`config.mk`:
```
export PLATFORM = sky130hd
export DESIGN_NAME = dso_status_out
export DESIGN_NICKNAME = d
export VERILOG_FILES = /design/src/dso_status_out.v /design/src/dso_ms_timer.v
export VERILOG_INCLUDE_DIRS = /design/src
export SDC_FILE = /design/constraint.sdc
export NUM_CORES = 1
export LEC_CHECK = 0
export ABC_CLOCK_PERIOD_IN_PS = 3100
export BUFFER_PORTS_ARGS = -buffer_cell sky130_fd_sc_hd__buf_2
export CAP_MARGIN = 20
export CORE_ASPECT_RATIO = 1.5
export CORE_MARGIN = 2
export CORE_UTILIZATION = 34
export DETAILED_ROUTE_END_ITERATION = 10
export GPL_TIMING_DRIVEN = 0
export PLACE_DENSITY = 0.58
export SLEW_MARGIN = 0
export SYNTH_ARGS = -nofsm -noshare
export SYNTH_HDL_FRONTEND = slang
export SYNTH_SLANG_ARGS = --single-unit
export TNS_END_PERCENT = 5
```
`constraint.sdc`:
```
create_clock -name clock_i -period 3.1 [get_ports clock_i]
set_input_delay 0.465 -clock clock_i [delete_from_list [all_inputs] [get_ports clock_i]]
set_output_delay 0.465 -clock clock_i [all_outputs]
set_load 0.005 [all_outputs]
```
`src/dso_defs.vh`:
```
// Purpose: constants for the drive status output logic
// Assumes: 20 MHz system clock, millisecond tick derived internally
// Notes:   definitions only
`ifndef DSO_DEFS_VH
`define DSO_DEFS_VH

// clock and tick timing
`define DSO_CLK_HZ 20000000
`define DSO_TICK_NS 1000000
`define DSO_CLK_NS 50
`define DSO_TICK_CYC (`DSO_TICK_NS / `DSO_CLK_NS)
// last count of one tick period, tick cycles minus one
`define DSO_TICK_LAST 15'h4e1f
`define DSO_TICK_W 15

// millisecond widths and delays
`define DSO_MIN_ON_MS 16'h0064
`define DSO_LIM_DLY_MS 16'h0014
`define DSO_MS_W 16

// heat-sink warning offsets in degrees C
`define DSO_HS_ON_OFS 9'h005
`define DSO_HS_OFF_OFS 9'h008

// measurement widths
`define DSO_FREQ_W 16
`define DSO_VOLT_W 16
`define DSO_CUR_W 16
`define DSO_TEMP_W 8

// fan control setting that enables fan status
`define DSO_FAN_CTL_ON 2'h1

// contactor sequence states
`define DSO_CT_IDLE 2'h0
`define DSO_CT_RUN 2'h1
`define DSO_CT_DECEL 2'h2

`endif

```
`src/dso_status_out.v`:
```
// Purpose: digital status outputs of a motor drive
// Assumes: all inputs synchronous to clock_i, measurements unsigned
// Notes:   every output comes from a flip-flop
//
// Function
// RULE1: frequency flag with hysteresis on release
// RULE2: undervoltage flag while bus below threshold
// RULE3: refuse run start during undervoltage
// RULE4: undervoltage flag also held during trip
// RULE5: output-limit flag, at least 100 ms wide
// RULE6: delayed limit flag after 20 ms
// RULE7: power-fail restart flag, two cases
// RULE8: ready when prepared and no protection
// RULE9: contactor on run, off after stop
// RULE10: contactor off at once on coast/alarm
// RULE11: 100 ms pulse per stage shift
// RULE12: 100 ms pulse after seven stages
// RULE13: stage as three-bit binary code
// RULE14: stage outputs off when not patterned
// RULE15: fan status when fan control enabled
// RULE16: auto-reset flag while resetting
// RULE17: communications output from remote value only
// RULE18: heat-sink warning with 5/8 C hysteresis
// RULE19: lifetime flag on any expired part
// RULE20: reference-loss flag while input lost
// RULE21: current flag after time, 100 ms min
// RULE22: closed-loop flag on enable and run
// RULE23: all ms timing from one tick
`timescale 1ns/1ps
`default_nettype none
`include "dso_defs.vh"

module dso_status_out (
   // clock, reset, enable
   input wire clock_i,
   input wire rst_n_i,
   input wire ce_i,
   // frequency detection
   input wire [15:0] out_freq_i,
   input wire [15:0] freq_detect_level_i,
   input wire [15:0] freq_detect_hyst_i,
   // bus voltage and protection
   input wire [15:0] bus_volt_i,
   input wire [15:0] uv_level_i,
   input wire uv_trip_i,
   input wire hw_ready_i,
   input wire protect_active_i,
   input wire alarm_i,
   // output limiting
   input wire torque_limit_i,
   input wire sw_current_limit_i,
   input wire hw_overcurrent_limit_sel_i,
   input wire hw_overcurrent_limit_i,
   input wire anti_regen_i,
   // power-failure restart
   input wire momentary_pf_run_i,
   input wire at_reference_i,
   // run commands
   input wire forward_run_cmd_i,
   input wire coast_cmd_i,
   input wire motor_stopped_i,
   // pattern operation
   input wire pattern_run_i,
   input wire [2:0] pattern_stage_i,
   // fan, reset, remote, life
   input wire [1:0] fan_control_enable_i,
   input wire fan_running_i,
   input wire auto_reset_busy_i,
   input wire remote_do_i,
   input wire cap_life_i,
   input wire fan_life_i,
   input wire battery_life_i,
   // temperatures in degrees C
   input wire [7:0] heatsink_temp_i,
   input wire [7:0] trip_temp_i,
   // reference loss and current
   input wire ref_loss_setting_i,
   input wire ref_lost_i,
   input wire [15:0] out_current_i,
   input wire [15:0] current_detect_level_i,
   input wire [15:0] current_detect_timer_i,
   // closed loop
   input wire closed_loop_cancel_i,
   // status outputs
   output reg freq_detected_o,
   output reg undervoltage_flag_o,
   output reg run_permit_o,
   output reg output_limit_flag_o,
   output reg output_limit_delayed_o,
   output reg power_fail_restart_o,
   output reg ready_o,
   output reg supply_contactor_ctl_o,
   output reg stage_shift_pulse_o,
   output reg pattern_cycle_done_o,
   output reg stage_bit0_o,
   output reg stage_bit1_o,
   output reg stage_bit2_o,
   output reg fan_running_o,
   output reg auto_reset_active_o,
   output reg remote_do_o,
   output reg heatsink_warning_o,
   output reg lifetime_o,
   output reg ref_loss_o,
   output reg current_detected_o,
   output reg closed_loop_active_o
);

   localparam [14:0] TICK_LAST = `DSO_TICK_LAST;
   localparam [15:0] MIN_ON = `DSO_MIN_ON_MS;
   localparam [15:0] LIM_DLY = `DSO_LIM_DLY_MS;
   localparam [8:0] HS_ON = `DSO_HS_ON_OFS;
   localparam [8:0] HS_OFF = `DSO_HS_OFF_OFS;

   reg [14:0] tick_cnt_r;
   reg tick_r;
   reg [1:0] ct_state_r;
   reg [1:0] ct_state_nxt;
   reg pf_hold_r;
   reg [2:0] stage_prev_r;
   reg pat_prev_r;
   reg shift_req_r;
   reg done_req_r;
   wire limit_any;
   wire [16:0] fdt_off;
   wire [8:0] hs_on_thr;
   wire [8:0] hs_off_thr;
   wire cur_over;
   wire lim_pulse;
   wire lim_delay;
   wire cur_qual;
   wire cur_pulse;
   wire shift_pulse;
   wire done_pulse;

   // --------------------------------------------------------------
   // millisecond tick
   // --------------------------------------------------------------
   // one shared tick keeps all widths in phase
   always @(posedge clock_i or negedge rst_n_i) begin
      if (!rst_n_i) begin
         tick_cnt_r <= 15'h0000;
         tick_r <= 1'b0;
      end else if (ce_i) begin
         tick_r <= (tick_cnt_r == TICK_LAST); // see RULE23
         if (tick_cnt_r == TICK_LAST) begin
            tick_cnt_r <= 15'h0000;
         end else begin
            tick_cnt_r <= tick_cnt_r + 15'h0001;
         end
      end
   end

   // --------------------------------------------------------------
   // combinational conditions
   // --------------------------------------------------------------
   // hardware overcurrent limit only counts when selected
   assign limit_any = torque_limit_i | sw_current_limit_i | anti_regen_i |
      (hw_overcurrent_limit_sel_i & hw_overcurrent_limit_i); // see RULE5
   // release level; a borrow into bit 16 means the flag never releases
   assign fdt_off = {1'b0, freq_detect_level_i} - {1'b0, freq_detect_hyst_i};
   assign hs_on_thr = {1'b0, trip_temp_i} - HS_ON;
   assign hs_off_thr = {1'b0, trip_temp_i} - HS_OFF;
   assign cur_over = out_current_i > current_detect_level_i;

   // --------------------------------------------------------------
   // timers
   // --------------------------------------------------------------
   dso_ms_timer #(.COUNT_MS(MIN_ON), .ONE_SHOT(1)) u_lim_min (
      .clock_i(clock_i), .rst_n_i(rst_n_i), .ce_i(ce_i), .tick_i(tick_r),
      .start_i(limit_any), .limit_i(MIN_ON), .done_o(lim_pulse)); // see RULE5

   dso_ms_timer #(.COUNT_MS(LIM_DLY), .ONE_SHOT(0)) u_lim_dly (
      .clock_i(clock_i), .rst_n_i(rst_n_i), .ce_i(ce_i), .tick_i(tick_r),
      .start_i(limit_any), .limit_i(LIM_DLY), .done_o(lim_delay)); // see RULE6

   dso_ms_timer #(.COUNT_MS(MIN_ON), .ONE_SHOT(0)) u_cur_dly (
      .clock_i(clock_i), .rst_n_i(rst_n_i), .ce_i(ce_i), .tick_i(tick_r),
      .start_i(cur_over), .limit_i(current_detect_timer_i),
      .done_o(cur_qual)); // see RULE21

   dso_ms_timer #(.COUNT_MS(MIN_ON), .ONE_SHOT(1)) u_cur_min (
      .clock_i(clock_i), .rst_n_i(rst_n_i), .ce_i(ce_i), .tick_i(tick_r),
      .start_i(cur_qual), .limit_i(MIN_ON), .done_o(cur_pulse)); // see RULE21

   dso_ms_timer #(.COUNT_MS(MIN_ON), .ONE_SHOT(1)) u_shift (
      .clock_i(clock_i), .rst_n_i(rst_n_i), .ce_i(ce_i), .tick_i(tick_r),
      .start_i(shift_req_r), .limit_i(MIN_ON), .done_o(shift_pulse)); // see RULE11

   dso_ms_timer #(.COUNT_MS(MIN_ON), .ONE_SHOT(1)) u_done (
      .clock_i(clock_i), .rst_n_i(rst_n_i), .ce_i(ce_i), .tick_i(tick_r),
      .start_i(done_req_r), .limit_i(MIN_ON), .done_o(done_pulse)); // see RULE12

   // --------------------------------------------------------------
   // pattern stage edge detection
   // --------------------------------------------------------------
   // a change to a nonzero stage while running is a shift; 7 leaving is a completed cycle
   always @(posedge clock_i or negedge rst_n_i) begin
      if (!rst_n_i) begin
         stage_prev_r <= 3'h0;
         pat_prev_r <= 1'b0;
         shift_req_r <= 1'b0;
         done_req_r <= 1'b0;
      end else if (ce_i) begin
         stage_prev_r <= pattern_stage_i;
         pat_prev_r <= pattern_run_i;
         shift_req_r <= pattern_run_i && pat_prev_r && pattern_stage_i != 3'h0 &&
            pattern_stage_i != stage_prev_r; // see RULE11
         done_req_r <= pat_prev_r && stage_prev_r == 3'h7 &&
            (!pattern_run_i || pattern_stage_i != 3'h7); // see RULE12
      end
   end

   // --------------------------------------------------------------
   // contactor sequence
   // --------------------------------------------------------------
   always @* begin
      ct_state_nxt = ct_state_r;
      case (ct_state_r)
         `DSO_CT_IDLE: begin
            if (forward_run_cmd_i && run_permit_o && !alarm_i && !coast_cmd_i) begin
               ct_state_nxt = `DSO_CT_RUN; // see RULE9
            end
         end
         `DSO_CT_RUN: begin
            if (!forward_run_cmd_i) begin
               ct_state_nxt = `DSO_CT_DECEL;
            end
         end
         `DSO_CT_DECEL: begin
            if (forward_run_cmd_i) begin
               ct_state_nxt = `DSO_CT_RUN;
            end else if (motor_stopped_i) begin
               ct_state_nxt = `DSO_CT_IDLE; // see RULE9
            end
         end
         default: begin
            ct_state_nxt = `DSO_CT_IDLE;
         end
      endcase
      // coast or alarm drops the contactor without deceleration
      if (coast_cmd_i || alarm_i) begin
         ct_state_nxt = `DSO_CT_IDLE; // see RULE10
      end
   end

   // --------------------------------------------------------------
   // status registers
   // --------------------------------------------------------------
   always @(posedge clock_i or negedge rst_n_i) begin
      if (!rst_n_i) begin
         ct_state_r <= `DSO_CT_IDLE;
         pf_hold_r <= 1'b0;
         freq_detected_o <= 1'b0;
         undervoltage_flag_o <= 1'b0;
         run_permit_o <= 1'b0;
         output_limit_flag_o <= 1'b0;
         output_limit_delayed_o <= 1'b0;
         power_fail_restart_o <= 1'b0;
         ready_o <= 1'b0;
         supply_contactor_ctl_o <= 1'b0;
         stage_shift_pulse_o <= 1'b0;
         pattern_cycle_done_o <= 1'b0;
         stage_bit0_o <= 1'b0;
         stage_bit1_o <= 1'b0;
         stage_bit2_o <= 1'b0;
         fan_running_o <= 1'b0;
         auto_reset_active_o <= 1'b0;
         remote_do_o <= 1'b0;
         heatsink_warning_o <= 1'b0;
         lifetime_o <= 1'b0;
         ref_loss_o <= 1'b0;
         current_detected_o <= 1'b0;
         closed_loop_active_o <= 1'b0;
      end else if (ce_i) begin
         ct_state_r <= ct_state_nxt;
         supply_contactor_ctl_o <= (ct_state_nxt != `DSO_CT_IDLE); // see RULE9
         // frequency flag: set above level, release below level minus hysteresis
         if ({1'b0, out_freq_i} > {1'b0, freq_detect_level_i}) begin
            freq_detected_o <= 1'b1; // see RULE1
         end else if ({1'b0, out_freq_i} < fdt_off && !fdt_off[16]) begin
            freq_detected_o <= 1'b0; // see RULE1
         end
         // trip keeps the flag on even after the bus recovers
         undervoltage_flag_o <= (bus_volt_i < uv_level_i) || uv_trip_i; // see RULE2, RULE4
         run_permit_o <= !((bus_volt_i < uv_level_i) || uv_trip_i); // see RULE3
         output_limit_flag_o <= lim_pulse | limit_any; // see RULE5
         output_limit_delayed_o <= lim_delay; // see RULE6
         // shutdown latch held until output reaches the reference
         if (bus_volt_i < uv_level_i) begin
            pf_hold_r <= 1'b1; // see RULE7
         end else if (at_reference_i) begin
            pf_hold_r <= 1'b0;
         end
         power_fail_restart_o <= momentary_pf_run_i | pf_hold_r |
            (bus_volt_i < uv_level_i); // see RULE7
         ready_o <= hw_ready_i && !protect_active_i && !alarm_i; // see RULE8
         stage_shift_pulse_o <= shift_pulse; // see RULE11
         pattern_cycle_done_o <= done_pulse; // see RULE12
         // code 0 or not running leaves all stage bits off
         if (pattern_run_i) begin
            stage_bit0_o <= pattern_stage_i[0]; // see RULE13
            stage_bit1_o <= pattern_stage_i[1];
            stage_bit2_o <= pattern_stage_i[2];
         end else begin
            stage_bit0_o <= 1'b0; // see RULE14
            stage_bit1_o <= 1'b0;
            stage_bit2_o <= 1'b0;
         end
         fan_running_o <= (fan_control_enable_i == `DSO_FAN_CTL_ON) &&
            fan_running_i; // see RULE15
         auto_reset_active_o <= auto_reset_busy_i; // see RULE16
         remote_do_o <= remote_do_i; // see RULE17
         // warning band: on above trip-5, off at or below trip-8
         if ({1'b0, heatsink_temp_i} > hs_on_thr && !hs_on_thr[8]) begin
            heatsink_warning_o <= 1'b1; // see RULE18
         end else if ({1'b0, heatsink_temp_i} <= hs_off_thr || hs_off_thr[8]) begin
            heatsink_warning_o <= 1'b0; // see RULE18
         end
         lifetime_o <= cap_life_i | fan_life_i | battery_life_i; // see RULE19
         ref_loss_o <= ref_loss_setting_i & ref_lost_i; // see RULE20
         current_detected_o <= cur_pulse | cur_qual; // see RULE21
         // stays on across output stops while the run command holds
         closed_loop_active_o <= !closed_loop_cancel_i && forward_run_cmd_i; // see RULE22
      end
   end

endmodule
`default_nettype wire

```
`src/dso_ms_timer.v`:
```
// Purpose: millisecond counter cell, used for delays and minimum widths
// Assumes: tick_i is a one-cycle pulse each millisecond
// Notes:   mode 0 counts while start_i holds, mode 1 is a retriggerable one-shot
`timescale 1ns/1ps
`default_nettype none

module dso_ms_timer #(
   parameter [15:0] COUNT_MS = 16'h0064,
   parameter ONE_SHOT = 0
) (
   // clock and reset
   input wire clock_i,
   input wire rst_n_i,
   input wire ce_i,
   // control
   input wire tick_i,
   input wire start_i,
   input wire [15:0] limit_i,
   // result
   output reg done_o
);

   reg [15:0] cnt_r;
   wire [15:0] lim;

   // mode 1 uses the fixed width, mode 0 the run-time limit
   assign lim = ONE_SHOT ? COUNT_MS : limit_i;

   // --------------------------------------------------------------
   // counting
   // --------------------------------------------------------------
   always @(posedge clock_i or negedge rst_n_i) begin
      if (!rst_n_i) begin
         cnt_r <= 16'h0000;
         done_o <= 1'b0;
      end else if (ce_i) begin
         if (ONE_SHOT != 0) begin
            // retrigger reloads so the pulse always lasts the full width
            if (start_i) begin
               cnt_r <= 16'h0000;
               done_o <= 1'b1;
            end else if (done_o && tick_i) begin
               if (cnt_r + 16'h0001 >= lim) begin
                  done_o <= 1'b0;
               end
               cnt_r <= cnt_r + 16'h0001;
            end
         end else begin
            // qualification: input must hold without a gap
            if (!start_i) begin
               cnt_r <= 16'h0000;
               done_o <= 1'b0;
            end else if (cnt_r >= lim) begin
               done_o <= 1'b1;
            end else if (tick_i) begin
               cnt_r <= cnt_r + 16'h0001;
            end
         end
      end
   end

endmodule
`default_nettype wire

```
## Word level (Yosys, flattened, before mapping)

Index checks and enable logic that the tools add are counted.

- Bits in registers: 148
- Latch bits: 0
- RAM bits: 0
- Memory bits (read-only): 0
- Bits of input ports: 176
- Output and inout port bits: 21
- Word-level logic and storage cells: 192
- Memories kept: 0

- $add $sub $neg: 10
- Multipliers: 0
- Divide/modulo/power cells: 0
- Magnitude comparators: 12
- Equality and inequality tests: 13
- Shifts and indexed selects: 0
- Multiplexer cells: 46
- Bitwise operators: 11
- Reductions and logical operators: 59

Operators with widths:

| operator | count |
|---|---|
| $mux 16 | 14 |
| $add 16x1->16 const B | 6 |
| $ge 16x7->1 const B | 4 |
| $gt 16x16->1 | 2 |
| $mux 1 | 25 |
| $reduce_bool 2->1 | 12 |
| $logic_and 1x1->1 | 18 |
| $reduce_and 2->1 | 9 |
| $reduce_and 3->1 | 6 |
| $lt 16x17->1 | 1 |
| $sub 16x16->17 | 1 |
| $ge 16x16->1 | 1 |
| $ge 16x5->1 const B | 1 |
| $lt 16x16->1 | 1 |
| $add 15x1->15 const B | 1 |
| $eq 15x15->1 const B | 1 |
| $mux 15 | 1 |
| $mux 2 | 5 |
| $ne 2x2->1 const B | 5 |
| $gt 8x9->1 | 1 |
| $le 8x9->1 | 1 |
| $or 1x1->1 | 9 |
| $sub 8x3->9 const B | 1 |
| $sub 8x4->9 const B | 1 |
| other kinds (12) | 24 |

## Logic depth before layout (Yosys ltp)

Gate-level depths: netlist of the first run.

- Depth after elaboration: 7
- Depth in mapped cells: 17

## By module

A second synthesis of the first run with hierarchy kept.

- Cells, all modules: 1423
- Area total of the unflattened synthesis: 12095.4 um^2

Modules (own cells, without submodules):

| module | instances | cells an instance | area each (um^2) |
|---|---|---|---|
| dso_status_out | 1 | 585 | 4908.5 |
| dso_ms_timer (u_cur_min ...) | 4 | 125 | 1057.3 |
| dso_ms_timer (u_cur_dly ...) | 2 | 169 | 1478.9 |

## Least setup slack after synthesis of the first run

Ideal clock, no wire load.

- Kind: input-to-reg
- Start: input port freq_detect_level_i[0]
- End: register freq_detected_o
- Setup time: 137 ps
- Arrival time: 3166 ps
- Path slack: -203 ps
- Stages on the path: 17
- Cell sequence: inv_1 > ha_1 > inv_1 > fa_1 > a211oi_1 > o21ai_0 > a31oi_1 > o21bai_1 > a21oi_1 > xor2_1 > ha_1 > a21oi_1 > o21ai_0 > a21oi_1 > nor2b_1 > o311ai_0 > nand4b_1

- Cells in the longest elaborated chain, start to end: 5
- Elaborated cells on any way between the ends: 8
- Classes of those cells: add/sub (1); order compare (2); mux (1); reduce/logical (4)

RTL lines:

| element | RTL line | RTL |
|---|---|---|
| start: declaration | dso_status_out.v:40 | `input wire [15:0] freq_detect_level_i,` |
| $sub 16x16->17 | dso_status_out.v:160 | `assign fdt_off = {1'b0, freq_detect_level_i} - {1'b0, freq_detect_hyst_i};` |
| $lt 16x17->1 / $logic_not 1->1 (equally long branches) | dso_status_out.v:280 | `end else if ({1'b0, out_freq_i} < fdt_off && !fdt_off[16]) begin` |
| $logic_and 1x1->1 | dso_status_out.v:280 |  |
| $reduce_bool 2->1 (no line) | n/a |  |
| $reduce_and 2->1 (no line) | n/a |  |
| end signal: assignment | dso_status_out.v:253 | `freq_detected_o <= 1'b0;` |
| end signal: assignment | dso_status_out.v:279 | `freq_detected_o <= 1'b1;` |
| end signal: assignment | dso_status_out.v:281 | `freq_detected_o <= 1'b0;` |
| end: declaration | dso_status_out.v:85 | `output reg freq_detected_o,` |

Several ways; a longest one is shown, not always the timed one.
A chain may end at the register's enable or synchronous reset.

## Final worst setup path of the first run

Same ends and word-level chain as after synthesis.

==> results_dict.tcl, run 1 <==
set metrics [dict create \
    antenna_found_initial 0 \
    fillers 3316 \
    grt_max_degree 95 \
    fin_crit_sh_pct 98.10 \
    r2r_slack_ps 260 \
    vias 10450 \
    syn-cell-area_mm2 0.01112 \
    crit_type "in -> reg" \
    final_core_util_pct 41.06 \
    synth_flop_cell "dfrtp_1" \
    synthCells 1316 \
    num_rows 81 \
    ys_top_cells_by_count "dfrtp_1 (148), o21ai_0 (140), ha_1 (124), inv_1 (121), nand2_1 (111)" \
    synth_seq_area_share_pct 33.30 \
    crit_arrival_ps 3340 \
    clk_pin_slew_ps 60 \
    fmax_ghz 0.3288 \
    worst_pin_slew_ps 1076 \
    dr.pass1.iters 5 \
    synth.largest_area_cell "dfrtp_1" \
    drive_gt1_share_pct 17.61 \
    yosys_register_bits 148 \
    irDropWorstVdd_v 0.0004029 \
    rsz0062_at_grt "yes" \
    hold_ws_ps -19.00 \
    postCtsHoldBufs 0 \
    design_area_mm2 0.01332 \
    grt_pass1_wl_mm 47.60 \
    synth.avg_cell_area_um2 8.450 \
    initial_core_util_pct 34.29 \
    clk_latency_ps 430 \
    htreeDepth 4 \
    p_per_area_mw_per_mm2 371.9 \
    die_area_mm2 0.03420 \
    cts.path.max_buffers 2 \
    hold_viol 8 \
    path_max_fanout 4 \
    multi_input_area_mm2 0.006858 \
    setup_tns_ps 0 \
    synth.most_common_cell "dfrtp_1" \
    crit_required_ps 3400 \
    synth-edff-count 0 \
    slew_headroom_pct 27.57 \
    synth_nets 1617 \
    gp_congestion 0.8761 \
    cts_tree "built" \
    setup_violations 0 \
    ant_nets 0 \
    vias_per_cell 5.320 \
    ys_top_cells_by_area "dfrtp_1 (33%), ha_1 (14%), o21ai_0 (6.3%), inv_1 (4.1%), nand2_1 (3.7%)" \
    placedInstanceArea_mm2 0.01266 \
    period_minus_slack_ps 3041 \
    grt_pass1_vias 10280 \
    yosysUniqueCellTypes 67 \
    p_leak_nw 6.361 \
    core-area_mm2 0.03243 \
    antennaDiodeCount 0 \
    reg2reg_from "u_cur_dly.cnt_r[0]" \
    violations "hold timing" \
    maxCapViolations 0 \
    rr_endpoint "u_cur_dly.cnt_r[8]" \
    dieHeight_um 225.5 \
    fin_nets 1838 \
    routedWlPerCell_um 14.68 \
    register_area_mm2 0.003704 \
    routed_wl_mm 28.85 \
    cp-end-kind "flip-flop" \
    ioPinCount 197 \
    hold_class "in -> async" \
    area_growth_pct 19.73 \
    cp-start-kind "input port" \
    yosysWarnings 0 \
    clock-root-buffer "clkbuf_16" \
    power_w 0.004953 \
    grt_util_all_layers_pct 16.99 \
    die_w_um 151.7 \
    drt_iter0_drc 357 \
    async_reset_ff_share_pct 100.0 \
    gr-total-overflow 0 \
    cts_sinks 148 \
    yosys.area.top_type_share_pct 33.30 \
    reg2regPathDepth 9 \
    drv_slew 0 \
    remaining_drc_errors 0 \
    cts_buffers 17 \
    status "finished, violations left" \
    finalClockSkew_ps 9.256 \
    dp_hpwl_mm 22.48 \
    numPortBuffers 196 \
    post-place-ws_ps -623.4 \
    timing.final.ws_setup_ps 58.79 \
]
[stage by stage]
stage / hold slack (ps) / instances
final: -19.00 / 1965
after global routing: 29.38 / 1965
after CTS: 10.89 / 1961
after detailed placement: 469.4 / 1928
after global placement: 469.3 / 1927
after floorplan: 169.4 / 1316
[placed cells by master, fill, tap and decap left out, types with 8 or more instances in the layout]
master       n
nor2b_1      8
mux2_2      14
clkbuf_16   17
and2_1      18
nand3_1     53
or3_1       11
ha_1       123
nor3_1      37
inv_6        8
clkbuf_1    29
a21o_1      22
dfrtp_1    148
o211ai_1    10
o21ai_0    138
nand2_1    111
nand4_1     37
buf_2      196
and3_1      18
xor2_1      27
xnor2_1     28
nand2b_1     9
nor4_1      11
or4_1        9
inv_1      119
nor2_1      94
o31ai_1     27
a21oi_1     67
a31oi_1     11
[registers in the layout (all words and copies together), names as in the netlist, 2 cells and up]
register,count
u_cur_dly.cnt_r,16
stage_prev_r,3
tick_cnt_r,15
u_lim_dly.cnt_r,16
u_cur_min.cnt_r,16
u_lim_min.cnt_r,16
u_done.cnt_r,16
ct_state_r,2
u_shift.cnt_r,16
[worst max-delay path by stage]
| stage | start | end | slack [ps] | depth (start not counted) |
|---|---|---|---|---|
| 6_report | freq_detect_level_i[0] | freq_detected_o | 60 | 18 |
| 3_5_place_dp | freq_detect_level_i[0] | freq_detected_o | -620 | 17 |
| 5_1_grt | freq_detect_level_i[0] | freq_detected_o | -110 | 18 |
| 4_1_cts | freq_detect_level_i[0] | freq_detected_o | 2 | 17 |
| 3_3_place_gp | rst_n_i | u_lim_min.cnt_r[6] | -790 | 1 |
| 2_1_floorplan | freq_detect_level_i[0] | freq_detected_o | -40 | 17 |
[worst max-delay path: stages]
cell and delay, ps:
buf_8 100, inv_4 40, ha_4 120, inv_2 40
fa_2 410, a211oi_2 300, o21ai_2 110, a31oi_4 230
o21bai_1 110, a21oi_1 180, xor2_1 170, ha_1 280
a21oi_2 140, o21ai_1 70, a21oi_1 130, nor2b_1 60
o311ai_1 270, nand4b_1 120
[timing repair]
item                       CTS  global route
pin swaps                    2            14
hold endpoints to repair     0             0
setup buffers                1             3
setup endpoints to repair    1             1
resized for setup            2            12
[logic make-up after synthesis]
family / share of synthesized area (%)
AND/OR/NAND/NOR: 20.11
AO/OA/AOI/OAI: 20.67
buffers and inverters: 5.412
flip-flops: 33.30
adder cells (fa/ha/maj): 14.13
XOR/XNOR: 4.332
multiplexers: 2.048
[layer usage]
layer	track usage, %	part of all wire, %	up-vias	wire length (um)
li1	-	-	5247	-
met1	19.15	42	4949	11990
met2	32.30	53	220	15220
met3	2.267	3.5	38	1008
met4	5.496	2.2	0	626
met5	0	0	-	0
[layout make-up]
cell class              count  area share [%]
multi-input cells        1010           51.50
repair buffers            202           7.978
clock buffers              17           3.195
well taps                 415           3.900
plain buffers              37           1.109
flip-flops and latches    148           27.81
inverters                 121           3.430
clock inverters            15           1.071
[report_power, final]
part           total (W)  internal [W]  switching (W)
logic           0.000875      0.000406       0.000469
clock network    0.00201       0.00112       0.000886
registers        0.00207       0.00200      0.0000699
Note: power is estimated with default switching activity, not from simulation.
==> inputs of run 2 (changes only) <==
HOLD_SLACK_MARGIN = 0.02   (was not set)
==> run 2 against run 1 <==
  * Sequential share of layout area about the same
  * Die area stayed put
  * Count of clock-buffer cells in the layout unchanged
  * Total power about the same
  * Largest cell class unchanged
  * Critical path depth stayed put
  * Register-to-register slack is essentially flat
  * Routed wire length about the same
  * Maximum frequency about the same
  * Final cell count is essentially flat
  * The run now ends clean
  * First-iteration DRC count rose by 4.5%
  * Critical path type unchanged
==> results_dict.tcl, run 2 (synthesis results as in run 1) <==
set metrics [dict create \
    final_common_cell "buf_2" \
    core-area_mm2 0.03243 \
    combPwrFrac_pct 17.7 \
    ant_nets 0 \
    drive_gt1_share_pct 17.60 \
    reg2reg_from "u_cur_dly.cnt_r[0]" \
    maxCapViolations 0 \
    p_int_w 0.003528 \
    most-common-layout-cells "buf_2 (196), dfrtp_1 (148), o21ai_0 (138)" \
    period_minus_slack_ps 3041 \
    switching_share_pct 28.83 \
    num_rows 81 \
    grt_pass1_wl_mm 47.62 \
    clk_pin_slew_ps 70 \
    cp-end-kind "flip-flop" \
    vias 10460 \
    p_per_area_mw_per_mm2 372.0 \
    worstSetupStartpoint "freq_detect_level_i[0]" \
    initial_core_util_pct 34.29 \
    path_max_fanout 4 \
    gp_congestion 0.8761 \
    grt_max_degree 95 \
    dr.pass1.iters 5 \
    dieHeight_um 225.5 \
    cts_sinks 148 \
    numPortBuffers 196 \
    fmax_ghz 0.3288 \
    irDropWorstVdd_v 0.0004039 \
    hp-start "protect_active_i" \
    placedInstanceArea_mm2 0.01266 \
    setup_violations 0 \
    drt_iter0_drc 373 \
    pwr-share-clk_pct 40.6 \
    crit_type "in -> reg" \
    clk_latency_ps 430 \
    crit_arrival_ps 3340 \
    drv_slew 0 \
    grt_util_all_layers_pct 16.99 \
    vias_per_cell 5.321 \
    routed_wl_mm 28.87 \
    hold_class "in -> reg" \
    worst_pin_slew_ps 1041 \
    p_leak_nw 6.365 \
    die_area_mm2 0.03420 \
    hold_ws_ps 235.7 \
    cts_buffers 17 \
    die_w_um 151.7 \
    area_growth_pct 19.82 \
    routedWlPerCell_um 14.68 \
    hold_viol 0 \
    cp-start-kind "input port" \
    switching_power_w 0.001429 \
    fin_nets 1839 \
    grt_pass1_vias 10290 \
    clock-root-buffer "clkbuf_16" \
    cts_tree "built" \
    slew_headroom_pct 29.97 \
    cts.path.max_buffers 2 \
    ioPinCount 197 \
    status "completed" \
    p_seq_share_pct 41.7 \
    remaining_drc_errors 0 \
    finalClockSkew_ps 13.72 \
    fin_crit_sh_pct 98.09 \
    gr-total-overflow 0 \
    dp_hpwl_mm 22.48 \
    htreeDepth 4 \
    design_area_mm2 0.01333 \
    rsz0062_at_grt "yes" \
    crit_required_ps 3400 \
    antenna_found_initial 0 \
    antennaDiodeCount 0 \
]
run 2: repair_timing:
action | in CTS | in global routing
gates resized for setup | 2 | 12
hold buffers | 1 | 0
endpoints found under the setup margin | 1 | 1
hold endpoints to repair | 29 | 0
buffers inserted | 1 | 3
pin swaps | 2 | 14
run 2: power groups by stage:
stage,sequential (W),clock [W],combinational [W]
after floorplan,0.00209,0,0.000520
after global placement,0.00210,0,0.000845
after detailed placement,0.00210,0,0.000869
after CTS,0.00207,0.00206,0.000878
after global routing,0.00208,0.00213,0.00101
final,0.00207,0.00201,0.000876
run 2: stage by stage:
| stage | power [W] | utilization, % | instances | TNS (ps) | setup slack, ps |
|---|---|---|---|---|---|
| after floorplan | 0.002609 | - | 1316 | -38.47 | -38.47 |
| after global placement | 0.002947 | 38.94 | 1927 | -113180 | -786.2 |
| after detailed placement | 0.002971 | 39.04 | 1928 | -623.4 | -623.4 |
| after CTS | 0.005006 | 40.87 | 1962 | 0 | 1.622 |
| after global routing | 0.005221 | 41.09 | 1966 | -109.9 | -109.9 |
| final | 0.004957 | 41.09 | 1966 | 0 | 59.09 |
run 2: path summary, 6_finish.rpt:
path / cells after the start / slack (ps) / to
worst min register to register: 1 / 500 / pf_hold_r
worst min-delay path: 2 / 240 / ready_o
max in group asynchronous: 3 / 1650 / pf_hold_r
min in group asynchronous: 2 / 550 / u_shift.cnt_r[9]
worst max register to register: 9 / 270 / u_cur_dly.cnt_r[8]
worst max-delay path: 18 / 60 / freq_detected_o
run 2: layout make-up:
type                       instances  area, um^2
timing repair buffer             203        1072
clock buffer                      17       425.4
inverter                         121       456.7
clock inverter                    15       142.6
tap                              415       519.2
sequential                       148        3704
multi-input combinational       1010        6858
fill                            3316       19110
buffer                            37       147.6
run 2: per-layer routing:
layer	global-route usage, %	wire length [um]	vias to the layer above
li1	-	-	5245
met1	19.16	12020	4959
met2	32.30	15250	217
met3	2.267	970	40
met4	5.496	633	0
met5	0	0	-
run 2: critical path, stage by stage:
cell and delay [ps]:
buf_8 100, inv_4 40, ha_4 120, inv_2 40, fa_2 410, a211oi_2 300
o21ai_2 110, a31oi_4 230, o21bai_1 110, a21oi_1 180, xor2_1 170, ha_1 280
a21oi_2 140, o21ai_1 70, a21oi_1 130, nor2b_1 60, o311ai_1 270, nand4b_1 120
==> inputs of run 3 (changes only) <==
BUFFER_PORTS_ARGS = -buffer_cell sky130_fd_sc_hd__buf_4   (was -buffer_cell sky130_fd_sc_hd__buf_2)
PLACE_DENSITY = 0.5   (was 0.58)
==> run 3 against run 2 <==
  * Register-to-register slack gained 70 ps
  * Die area is the same
  * Cell area grew 3.9%
  * Sequential share of layout area shrank 1.0 points
  * Routed wire length grew 7.2%
  * Via count shrank 1.2%
  * Combinational power grew 9.6%
  * Largest cell class unchanged
  * Largest power group is now the clock network
==> results_dict.tcl, run 3 (synthesis results as in run 1) <==
set metrics [dict create \
    path_cells "buf_4 > inv_1 > ha_1 > inv_1 > fa_2 > a211oi_4 > buf_4 > buf_4 > o21bai_1 > a21oi_1 > xor2_1 > ha_1 > a21o_1 > a211oi_1 > a21oi_2 > o311ai_1 > nand4b_1" \
    area_growth_pct 24.48 \
    p_per_area_mw_per_mm2 375.7 \
    gr-total-overflow 0 \
    reg2reg_from "u_cur_dly.cnt_r[9]" \
    dieHeight_um 225.5 \
    fin_nets 1838 \
    grt_util_all_layers_pct 18.67 \
    final_common_cell "buf_4" \
    fmax_ghz 0.3351 \
    drt_iter0_drc 379 \
    numPortBuffers 196 \
    hold_viol 0 \
    p_leak_nw 6.542 \
    dp.cells 1928 \
    period_minus_slack_ps 2984 \
    initial_core_util_pct 34.29 \
    post-place-ws_ps -666.2 \
    cts_tree "built" \
    reg2regPathDepth 8 \
    cp-end-kind "flip-flop" \
    fillers 3284 \
    vias 10340 \
    clk_latency_ps 450 \
    finalClockSkew_ps 7.349 \
    timing.final.ws_setup_ps 116.1 \
    maxCapViolations 0 \
    dr.pass1.iters 5 \
    r2r_slack_ps 340 \
    final_cells 1965 \
    clk_pin_slew_ps 60 \
    ioPinCount 197 \
    power_w 0.005200 \
    grt_pass1_vias 10500 \
    cts_buffers 17 \
    crit_required_ps 3420 \
    crit_arrival_ps 3300 \
    core-area_mm2 0.03243 \
    multi_input_area_mm2 0.006863 \
    cts.path.max_buffers 2 \
    rsz0062_at_grt "yes" \
    fin_crit_sh_pct 96.26 \
    gp_congestion 0.8541 \
    design_area_mm2 0.01384 \
    status "completed" \
    vias_per_cell 5.262 \
    dp_hpwl_mm 23.94 \
    hp-start "protect_active_i" \
    ant_nets 0 \
    antenna_found_initial 0 \
    min_path_cells 2 \
    grt_pass1_wl_mm 51.02 \
    irDropWorstVdd_v 0.0002942 \
    worst_pin_slew_ps 1119 \
    die_w_um 151.7 \
    hold_class "in -> reg" \
    num_rows 81 \
    setup_violations 0 \
    crit_path_max_incr_delay_ps 380 \
    cts_sinks 148 \
    clock-root-buffer "clkbuf_16" \
    register_area_mm2 0.003704 \
    routedWlPerCell_um 15.75 \
    crit_type "in -> reg" \
    crit_top_cell "buf_4" \
    rr_endpoint "u_cur_dly.cnt_r[10]" \
    drv_slew 0 \
    die_area_mm2 0.03420 \
    final_core_util_pct 42.69 \
    slowest_stage "fa_2" \
    most-common-layout-cells "buf_4 (200), dfrtp_1 (148), o21ai_0 (139)" \
    drive_gt1_share_pct 17.48 \
    grt_max_degree 79 \
    slew_headroom_pct 24.70 \
    cp-start-kind "input port" \
    routed_wl_mm 30.94 \
    remaining_drc_errors 0 \
    htreeDepth 4 \
    holdPathEnd "ready_o" \
    placedInstanceArea_mm2 0.01315 \
    antennaDiodeCount 0 \
    path_max_fanout 3 \
]
==> run 3: power by group <==
part / switching (W) / internal, W
Sequential: 0.0000717 / 0.00200
Combinational: 0.000482 / 0.000478
Clock: 0.000868 / 0.00130
==> run 3: metal layers <==
metal	share of wire [%]	vias up	track usage [%]	routed length, um
met3	4.1	42	2.814	1275
met5	0	-	0	0
met2	53	218	34.74	16400
li1	-	5240	-	-
met1	41	4840	21.22	12560
met4	2.3	0	6.691	705
==> run 3: stage by stage <==
step	hold WS, ps	TNS [ps]
after floorplan	169.4	-38.47
after global placement	472.2	-640.7
after detailed placement	470.1	-666.2
after CTS	194.9	0
after global routing	200.7	-46.96
final	216.4	0
==> run 3: how the worst max path moves through the flow <==
stage / cells past startpoint / startpoint / endpoint / slack [ps]
2_1_floorplan: 17 / freq_detect_level_i[0] / freq_detected_o / -40
3_3_place_gp: 17 / freq_detect_level_i[0] / freq_detected_o / -640
3_5_place_dp: 17 / freq_detect_level_i[0] / freq_detected_o / -670
4_1_cts: 17 / freq_detect_level_i[0] / freq_detected_o / 0.7
5_1_grt: 17 / freq_detect_level_i[0] / freq_detected_o / -50
6_report: 17 / freq_detect_level_i[0] / freq_detected_o / 120
==> run 3: what timing repair did <==
action	CTS	global route
endpoints found under the setup margin	1	7
endpoints found under the hold margin	41	0
setup buffers	2	2
pin swaps	4	4
hold buffers	1	0
gates resized for setup	3	5
==> run 3: layout make-up <==
type	instances	share of cell area, %
clock buffers	19	3.272
flip-flops and latches	148	26.75
inverters	121	3.281
repair buffers	202	11.17
plain buffers	37	1.067
multi-input cells	1010	49.58
well taps	415	3.751
clock inverters	13	1.130
==> run 3: worst max-delay path: cells and delay by family <==
family                     cells  cell delay, ps
AOI/OAI and AO/OA              7            1310
adders and majority gates      3             790
and+or+nand+nor                1             120
buffers and inverters          5             470
xor gates and xnor gates       1             160
